**src/cvd_defines.svh**
```systemverilog
// Offsets, field positions, reset values and timing counts for the common voltage port
// Operation
// - Bits 7..1 of the setting byte carry the 7-bit code, 00h to 7Fh.
// - Written byte with bit 0 low loads the DAC register and non-volatile copy.
// - Written byte with bit 0 high loads only the DAC register.
// - Read bit 0 is 1 when DAC register and non-volatile copy differ.
// - Device acknowledges its address and the single write data byte.
// - Read: address with read bit, device acks, sends one byte, master nacks.
// - Read returns DAC register when copies differ, else the non-volatile value.
// - Slave only; standard and fast bus rates supported.
// - While a write is in progress, addressing the device is ignored.
`ifndef CVD_DEFINES_SVH
`define CVD_DEFINES_SVH

`define CVD_SLAVE_ADDR    7'h4f
`define CVD_CODE_MSB      7
`define CVD_CODE_LSB      1
`define CVD_DEST_BIT      0
`define CVD_NV_RESET      7'h40
`define CVD_CLK_PERIOD_NS 4
`define CVD_NV_WRITE_NS   10000
`define CVD_NV_WRITE_CYC  ((`CVD_NV_WRITE_NS + `CVD_CLK_PERIOD_NS - 1) / `CVD_CLK_PERIOD_NS)
`define CVD_NV_CNT_W      12

`endif

```
**src/cvd_pkg.sv**
```systemverilog
// Types and shared decode for the common voltage port
package cvd_pkg;

  typedef enum logic [3:0] {
    ST_IDLE,
    ST_ADDR,
    ST_ADDR_END,
    ST_ACK_A,
    ST_WR,
    ST_WR_END,
    ST_ACK_W,
    ST_RD,
    ST_IGNORE
  } cvd_state_e;

  typedef struct packed {
    cvd_state_e st;
    logic [2:0] cnt;
    logic [7:0] sh;
    logic       rw;
    logic       sda_oe;
    logic       scl_q;
    logic       sda_q;
    logic [6:0] dac;
    logic       boot;
    logic       nv_req;
  } cvd_port_s;

  typedef struct packed {
    logic [6:0]  code;
    logic [6:0]  pend;
    logic [11:0] cnt;
    logic        busy;
  } cvd_nv_s;

  // Read byte: DAC value with flag 1 if copies differ, else stored value with flag 0
  function automatic logic [7:0] cvd_read_byte(input logic [6:0] dac, input logic [6:0] nv);
    cvd_read_byte = (dac != nv) ? {dac, 1'b1} : {nv, 1'b0};
  endfunction

endpackage

```
**src/cvd_i2c_port.sv**
```systemverilog
// Two-wire slave port for the common voltage setting byte
`timescale 1ns/100ps
`default_nettype none
`include "cvd_defines.svh"
module cvd_i2c_port (
  input  wire logic       ref_clk,
  input  wire logic       sys_rst,
  input  wire logic       scl_i,
  input  wire logic       sda_i,
  output logic            sda_o,
  output logic            sda_oe,
  output logic      [6:0] common_voltage_code,
  output logic            nv_write_busy
);

  cvd_pkg::cvd_port_s port_q;
  cvd_pkg::cvd_port_s port_d;

  logic       scl_rise;
  logic       scl_fall;
  logic       bus_start;
  logic       bus_stop;
  logic       addr_hit;
  logic [6:0] nv_code;
  logic       nv_busy;
  logic [7:0] rd_byte;

  // ------------------------------------------------------------
  // Helpers
  // ------------------------------------------------------------
  // Last of the eight bit slots of a byte
  function automatic logic last_slot(input logic [2:0] cnt);
    last_slot = (cnt == 3'h7);
  endfunction

  // ------------------------------------------------------------
  // Storage
  // ------------------------------------------------------------
  cvd_nv_store u_nv (
    .ref_clk (ref_clk),
    .sys_rst (sys_rst),
    .wr_req  (port_q.nv_req),
    .wr_data (port_q.dac),
    .nv_code (nv_code),
    .nv_busy (nv_busy)
  );

  // ------------------------------------------------------------
  // Bus conditions
  // ------------------------------------------------------------
  // oversampled edges, bus rate well below ref_clk
  assign scl_rise  = scl_i && !port_q.scl_q;
  assign scl_fall  = !scl_i && port_q.scl_q;
  assign bus_start = scl_i && port_q.scl_q && port_q.sda_q && !sda_i;
  assign bus_stop  = scl_i && port_q.scl_q && !port_q.sda_q && sda_i;
  assign addr_hit  = (port_q.sh[7:1] == `CVD_SLAVE_ADDR);
  assign rd_byte   = cvd_pkg::cvd_read_byte(port_q.dac, nv_code);

  // ------------------------------------------------------------
  // Transfer sequencer
  // ------------------------------------------------------------
  always_comb begin
    port_d        = port_q;
    port_d.scl_q  = scl_i;
    port_d.sda_q  = sda_i;
    port_d.nv_req = 1'b0;
    port_d.boot   = 1'b0;
    if (port_q.boot) begin
      port_d.dac = nv_code;
    end
    if (bus_start) begin
      port_d.st     = cvd_pkg::ST_ADDR;
      port_d.cnt    = 3'h0;
      port_d.sda_oe = 1'b0;
    end else if (bus_stop) begin
      port_d.st     = cvd_pkg::ST_IDLE;
      port_d.sda_oe = 1'b0;
    end else begin
      case (port_q.st)
        cvd_pkg::ST_ADDR, cvd_pkg::ST_WR: begin
          if (scl_rise) begin
            port_d.sh  = {port_q.sh[6:0], sda_i};
            port_d.cnt = port_q.cnt + 3'h1;
            if (last_slot(port_q.cnt)) begin
              port_d.st = (port_q.st == cvd_pkg::ST_ADDR) ? cvd_pkg::ST_ADDR_END : cvd_pkg::ST_WR_END;
            end
          end
        end
        cvd_pkg::ST_ADDR_END: begin
          if (scl_fall) begin
            port_d.rw = port_q.sh[0];
            if (addr_hit && !nv_busy) begin
              port_d.st     = cvd_pkg::ST_ACK_A;
              port_d.sda_oe = 1'b1;
            end else begin
              port_d.st = cvd_pkg::ST_IGNORE;
            end
          end
        end
        cvd_pkg::ST_ACK_A: begin
          if (scl_fall) begin
            port_d.cnt = 3'h0;
            if (port_q.rw) begin
              port_d.sh     = rd_byte;
              port_d.sda_oe = !rd_byte[7];
              port_d.st     = cvd_pkg::ST_RD;
            end else begin
              port_d.sda_oe = 1'b0;
              port_d.st     = cvd_pkg::ST_WR;
            end
          end
        end
        cvd_pkg::ST_WR_END: begin
          if (scl_fall) begin
            port_d.dac    = port_q.sh[`CVD_CODE_MSB:`CVD_CODE_LSB];
            port_d.nv_req = !port_q.sh[`CVD_DEST_BIT];
            port_d.sda_oe = 1'b1;
            port_d.st     = cvd_pkg::ST_ACK_W;
          end
        end
        cvd_pkg::ST_ACK_W: begin
          if (scl_fall) begin
            port_d.sda_oe = 1'b0;
            port_d.st     = cvd_pkg::ST_IGNORE;
          end
        end
        cvd_pkg::ST_RD: begin
          if (scl_fall) begin
            port_d.cnt = port_q.cnt + 3'h1;
            if (last_slot(port_q.cnt)) begin
              port_d.sda_oe = 1'b0;
              port_d.st     = cvd_pkg::ST_IGNORE;
            end else begin
              port_d.sh     = {port_q.sh[6:0], 1'b0};
              port_d.sda_oe = !port_q.sh[6];
            end
          end
        end
        cvd_pkg::ST_IDLE, cvd_pkg::ST_IGNORE: begin
          port_d.st = port_q.st;
        end
        default: begin
          port_d.st     = cvd_pkg::ST_IDLE;
          port_d.sda_oe = 1'b0;
        end
      endcase
    end
  end

  always_ff @(posedge ref_clk) begin
    if (sys_rst) begin
      port_q <= '{st: cvd_pkg::ST_IDLE, cnt: 3'h0, sh: 8'h00, rw: 1'b0, sda_oe: 1'b0,
                  scl_q: 1'b1, sda_q: 1'b1, dac: `CVD_NV_RESET, boot: 1'b1, nv_req: 1'b0};
    end else begin
      port_q <= port_d;
    end
  end

  // ------------------------------------------------------------
  // Outputs
  // ------------------------------------------------------------
  // open drain, pulls low only
  assign sda_o               = 1'b0;
  assign sda_oe              = port_q.sda_oe;
  assign common_voltage_code = port_q.dac;
  assign nv_write_busy       = nv_busy;

  logic quiet;
  assign quiet = scl_fall && !bus_start && !bus_stop;
endmodule
`default_nettype wire

```
**src/cvd_nv_store.sv**
```systemverilog
// Non-volatile copy of the code with a timed write cycle
`timescale 1ns/100ps
`default_nettype none
`include "cvd_defines.svh"
module cvd_nv_store (
  input  wire logic       ref_clk,
  input  wire logic       sys_rst,
  input  wire logic       wr_req,
  input  wire logic [6:0] wr_data,
  output logic      [6:0] nv_code,
  output logic            nv_busy
);

  localparam logic [11:0] WR_LAST = 12'(`CVD_NV_WRITE_CYC - 1);

  cvd_pkg::cvd_nv_s nv_q;
  cvd_pkg::cvd_nv_s nv_d;

  always_comb begin
    nv_d = nv_q;
    if (nv_q.busy) begin
      if (nv_q.cnt == 12'h000) begin
        nv_d.busy = 1'b0;
        nv_d.code = nv_q.pend;
      end else begin
        nv_d.cnt = nv_q.cnt - 12'h001;
      end
    end else if (wr_req) begin
      nv_d.busy = 1'b1;
      nv_d.pend = wr_data;
      nv_d.cnt  = WR_LAST;
    end
  end

  always_ff @(posedge ref_clk) begin
    if (sys_rst) begin
      nv_q <= '{code: `CVD_NV_RESET, pend: `CVD_NV_RESET, cnt: 12'h000, busy: 1'b0};
    end else begin
      nv_q <= nv_d;
    end
  end

  assign nv_code = nv_q.code;
  assign nv_busy = nv_q.busy;
endmodule
`default_nettype wire

```
**config.mk**
```make
export PLATFORM = sky130hd
export DESIGN_NAME = cvd_i2c_port
export DESIGN_NICKNAME = d
export VERILOG_FILES = /design/src/cvd_pkg.sv /design/src/cvd_i2c_port.sv /design/src/cvd_nv_store.sv
export VERILOG_INCLUDE_DIRS = /design/src /design/src/src
export SDC_FILE = /design/constraint.sdc
export NUM_CORES = 1
export LEC_CHECK = 0
export BUFFER_PORTS_ARGS = -buffer_cell sky130_fd_sc_hd__buf_2
export CORE_UTILIZATION = 50
export CTS_CLUSTER_SIZE = 10
export DETAILED_ROUTE_END_ITERATION = 8
export PLACE_DENSITY = 0.67
export SYNTH_ARGS = -nofsm -noshare
export SYNTH_HDL_FRONTEND = slang
export SYNTH_SLANG_ARGS = --single-unit
export TNS_END_PERCENT = 10
```
**constraint.sdc**
```tcl
create_clock -name ref_clk -period 3.2 [get_ports ref_clk]
set_input_delay 0.16 -clock ref_clk [delete_from_list [all_inputs] [get_ports ref_clk]]
set_output_delay 0.16 -clock ref_clk [all_outputs]
set_load 0.01 [all_outputs]
```
# Word-level counts from Yosys, hierarchy flattened
# Cells that the tools add are included.
# op_classes
n_addsub	2
eq_ne	32
muxes	43
bitwise_logic	7
n_reduce_logical	35
# op_table
op	count
15-bit 2-to-1 mux	3
7-bit 2-to-1 mux	5
11-bit case mux with 3 select lines	1
4-bit != test, second input constant	8
4-bit 2-to-1 mux	7
4-bit case mux with 7 select lines	1
13-bit 2-to-1 mux	2
12-bit 2-to-1 mux	2
8-bit 2-to-1 mux	3
2-bit != test, second input constant	12
9-bit AND reduction	2
4-bit by 3-bit == test with 1-bit output, second input constant	4
1-bit 2-to-1 mux	14
12-bit zero test	1
12-bit by 1-bit subtractor with 12-bit output, second input constant	1
4-bit by 2-bit == test with 1-bit output, second input constant	2
1-bit logical AND	8
1-bit zero test	8
8-bit AND reduction	1
7-bit == test, second input constant	1
7-bit != test	1
1-bit NOT	7
7-bit AND reduction	1
2-bit 2-to-1 mux	3
17 further kinds	21
# word_totals
register_bits	55
in_bits	4
out_inout_bits	10
elab_cells	134

# Longest topological paths before layout
# depth
word_depth	7
ltp_mapped	8

# Hierarchy
# A second synthesis with hierarchy kept.
# hier_totals
cells_unflattened	327
area_unflattened_um2	3026.7
# modules_own_cells
mod	n_inst	cells_each	area_each_um2	seq_area_each_um2
cvd_i2c_port	1	188	1767.9	560.5
cvd_nv_store	1	139	1258.7	540.5

# Worst setup path before layout
# OpenSTA, ideal clock, no wires.
# synth_timing
kind	flip-flop to flip-flop
startpoint	register port_q[25] (netlist bit)
endpoint	register port_q[19] (netlist bit)
setup_time_ns	0.079
t_arrival_ns	1.919
t_required_ns	3.121
slack_ns	1.202
path_stages_with_launch	7
period_less_slack_ns	1.998
path_cell_list	dfxtp_1 nand2b_1 or4b_4 a2111oi_4 buf_6 nor2_1 a211oi_2
# synth_via
elab_chain_cells	4
# synth_lines
item	line_no	text
start: declaration	cvd_i2c_port.sv:16	cvd_pkg::cvd_port_s port_q;
start signal: assignment	cvd_i2c_port.sv:152	port_q <= '{st: cvd_pkg::ST_IDLE, cnt: 3'h0, sh: 8'h00, rw: 1'b0, sda_oe: 1'b0,
start signal: assignment	cvd_i2c_port.sv:155	port_q <= port_d;
4-bit by 1-bit == test with 1-bit output / 4-bit by 3-bit == test with 1-bit output (equally long branches)	cvd_i2c_port.sv:79	case (port_q.st)
2-bit OR reduction	cvd_i2c_port.sv:79	
2-bit != test (no line) / 3-bit nonzero test (equally long branches)	n/a	
8-bit AND reduction (no line)	n/a	
# Several ways; a longest one is shown, not always the timed one.
# A chain may end at the register's enable or synchronous reset.

# Final worst setup path
# layout_timing
startpoint	register port_q[26] (netlist bit)
endpoint	register port_q[13] (netlist bit)
# Same word-level chain as after synthesis.

==> impl_metrics.env <==
export IMPL_status="finished clean"
export IMPL_start_util=0.534
export IMPL_async_flop_share=0
export IMPL_layout_commonest_cell="dfxtp_1"
export IMPL_antenna_found_initial=0
export IMPL_max_cap_violations=0
export IMPL_critPathBufInv=1
export IMPL_syn_nets=335
export IMPL_p_leak_nw=1.07
export IMPL_final_cell_area_um2=2960
export IMPL_cp_start_kind="register"
export IMPL_place_congestion=0.811
export IMPL_grt_overflow_total=0
export IMPL_nets=330
export IMPL_hold_buffers=0
export IMPL_worst_pin_slew_ns=0.870
export IMPL_num_vias=2254
export IMPL_core_um2=5270
export IMPL_r2r_start="port_q[26]"
export IMPL_cp_max_fo=16
export IMPL_path_cells="nand2b_1 -> or4b_4 -> a2111oi_4 -> buf_4 -> nor2_1 -> a311oi_1"
export IMPL_crit_family="simple AND/OR/NAND/NOR gates"
export IMPL_peakVddDrop_mv=0.250
export IMPL_root_buffer="clkbuf_8"
export IMPL_cts_tree="yes"
export IMPL_critPathKind="reg2reg"
export IMPL_htree_levels=2
export IMPL_ys_seq_elements=55
export IMPL_die_h_um=77
export IMPL_fin_total_pwr_mw=1.19
export IMPL_required_ns=3.42
export IMPL_final_antenna_net_count=0
export IMPL_ys_types=49
export IMPL_reg2reg_to="port_q[13]"
export IMPL_dieWidth_um=77
export IMPL_slew_headroom=0.420
export IMPL_powerDensity_nw_per_um2=403
export IMPL_ys_seq_area_frac=0.391
export IMPL_post_cts_buffers=0
export IMPL_critPathCapture="port_q[13]"
export IMPL_drc=0
export IMPL_regToRegSetupSlack_ns=0.86
export IMPL_finalSetupViolations=0
export IMPL_die_area_um2=5930
export IMPL_viasPerCell=5.74
export IMPL_first_iter_violations=134
export IMPL_cts_sinks=55
export IMPL_fin_crit_sh=0.730
export IMPL_fin_crit_ns=2.34
export IMPL_skew_ns=0.00408
export IMPL_timing_setup_tns_ns=0
export IMPL_row_count=26
export IMPL_cp_depth=6
export IMPL_grt_max_degree=51
export IMPL_ff2ff_path_depth=6
export IMPL_hold_path_class="in2reg"
export IMPL_drive_above_1_share=0.115
export IMPL_clkTransAtPathRegs_ns=0.10
export IMPL_synth_edf_count=0
export IMPL_worstPathArrival_ns=2.56
export IMPL_cts_buffer_depth=2
export IMPL_insertion_delay_ns=0.31
export IMPL_grt_pass1_vias=2040
export IMPL_drt_wl_total_um=5820
export IMPL_cts_made_buffers=5
export IMPL_drt_first_pass_iters=4
export IMPL_grt_pass1_wl_um=9800
export IMPL_rsz0062_at_grt="no"
export IMPL_routedWlPerCell_um=14.8
export IMPL_crit_path_start="port_q[26]"
export IMPL_netlist_area_um2=2810
export IMPL_io_buffers=12
export IMPL_drv_slew=0
export IMPL_yosysWarningCount=0
export IMPL_max_freq_mhz=428
export IMPL_critPathCaptureType="register"
export IMPL_fill_cells=524
export IMPL_syn_to_final_growth_pct=5.16
export IMPL_num_io_pins=14
export IMPL_critPathSlowestCell="dfxtp_1"
export IMPL_dpl_cell_area_um2=2850
export IMPL_netlist_instances=327
export IMPL_mostFrequentLayoutCells="dfxtp_1, nand2_1, nor2_1, a21oi_1, mux2i_1"
export IMPL_hpwlAfterDp_um=3930
export IMPL_grt_use_total=0.208
export IMPL_critPathMaxStageDelay_ns=0.66
export IMPL_hold_viol=0
export IMPL_cts_resized=0
export IMPL_n_antenna_cell=0
export IMPL_ys_flop_type="dfxtp_1"
export IMPL_syn_avg_cell_area_um2=8.60
-- cell families (layout without fill, tap and decap cells) --
logic type,after synthesis,count (layout),synth area share
muxes,20,20,0.0716
adders and majority gates,5,5,0.0214
and+or+nand+nor,137,137,0.253
AOI/OAI and AO/OA,68,68,0.172
other,1,1,0.00133
DFF,55,55,0.391
buffers and inverters,29,25,0.0525
xor gates and xnor gates,12,12,0.0374
-- state kept, by name (all words and copies together) (netlist names) --
signal and count:
u_nv.nv_q 19, sda_oe 1, port_q 20, u_nv.nv_code 7, u_nv.nv_busy 1, common_voltage_code 7
-- cells in the mapped netlist, types with 3 or more instances --
cell type,number,share of area
clkbuf_1,15,0.020
a21oi_1,26,0.046
o21ai_0,7,0.012
nand2b_1,11,0.024
nor2_1,29,0.039
nor3_1,8,0.014
or4_1,5,0.013
nand3_1,6,0.011
ha_1,4,0.018
xnor2_1,6,0.019
or3_1,4,0.0089
buf_4,8,0.021
xor2_1,6,0.019
mux2i_1,19,0.068
a211oi_1,15,0.040
dfxtp_1,55,0.39
a311oi_1,4,0.012
nand4_1,5,0.011
nor2b_1,3,0.0067
nand2_1,42,0.056
inv_1,3,0.0040
or2_2,5,0.011
nand3b_1,6,0.016
-- worst min-delay path by stage --
| stage | end | startpoint | cells past startpoint |
|---|---|---|---|
| after floorplan | port_q[1] | sys_rst | 0 |
| after global placement | port_q[9] | sda_i | 2 |
| after detailed placement | port_q[9] | sda_i | 2 |
| after CTS | port_q[9] | sda_i | 2 |
| after global routing | port_q[9] | sda_i | 2 |
| final | port_q[9] | sda_i | 2 |
-- metal layers --
| layer | vias to the layer above | routed length (um) | GRT usage |
|---|---|---|---|
| li1 | 1164 | - | - |
| met1 | 1045 | 2860 | 0.281 |
| met2 | 41 | 2710 | 0.330 |
| met3 | 4 | 218 | 0.0500 |
| met4 | 0 | 36 | 0.0547 |
| met5 | - | 0 | 0 |
-- area by class of cell --
type / instances / area, um2 / area share
clock buffer: 5 / 68.8 / 0.0233
sequential: 55 / 1100 / 0.372
multi-input combinational: 243 / 1570 / 0.531
timing repair buffer: 14 / 75.1 / 0.0254
clock inverter: 3 / 43.8 / 0.0148
tap: 70 / 87.6 / 0.0296
inverter: 3 / 11.3 / 0.00381
-- power breakdown --
group	internal [mW]	leakage [nW]	switching (mW)	total, mW
logic	0.0114	0.568	0.0212	0.0326
registers	0.686	0.444	0.00522	0.692
clock network	0.233	0.0581	0.234	0.468
-- stage by stage --
stage / setup WS, ns / hold WS (ns) / std cells / util
floorplan: 1.20 / 0.188 / 327 / -
global route: 0.693 / 0.111 / 393 / 0.561
CTS: 0.875 / 0.123 / 393 / 0.561
finish: 0.863 / 0.124 / 393 / 0.561
detailed placement: 0.903 / 0.440 / 385 / 0.540
global placement: 0.971 / 0.441 / 385 / 0.540
Note: power is estimated with default switching activity, not from simulation.
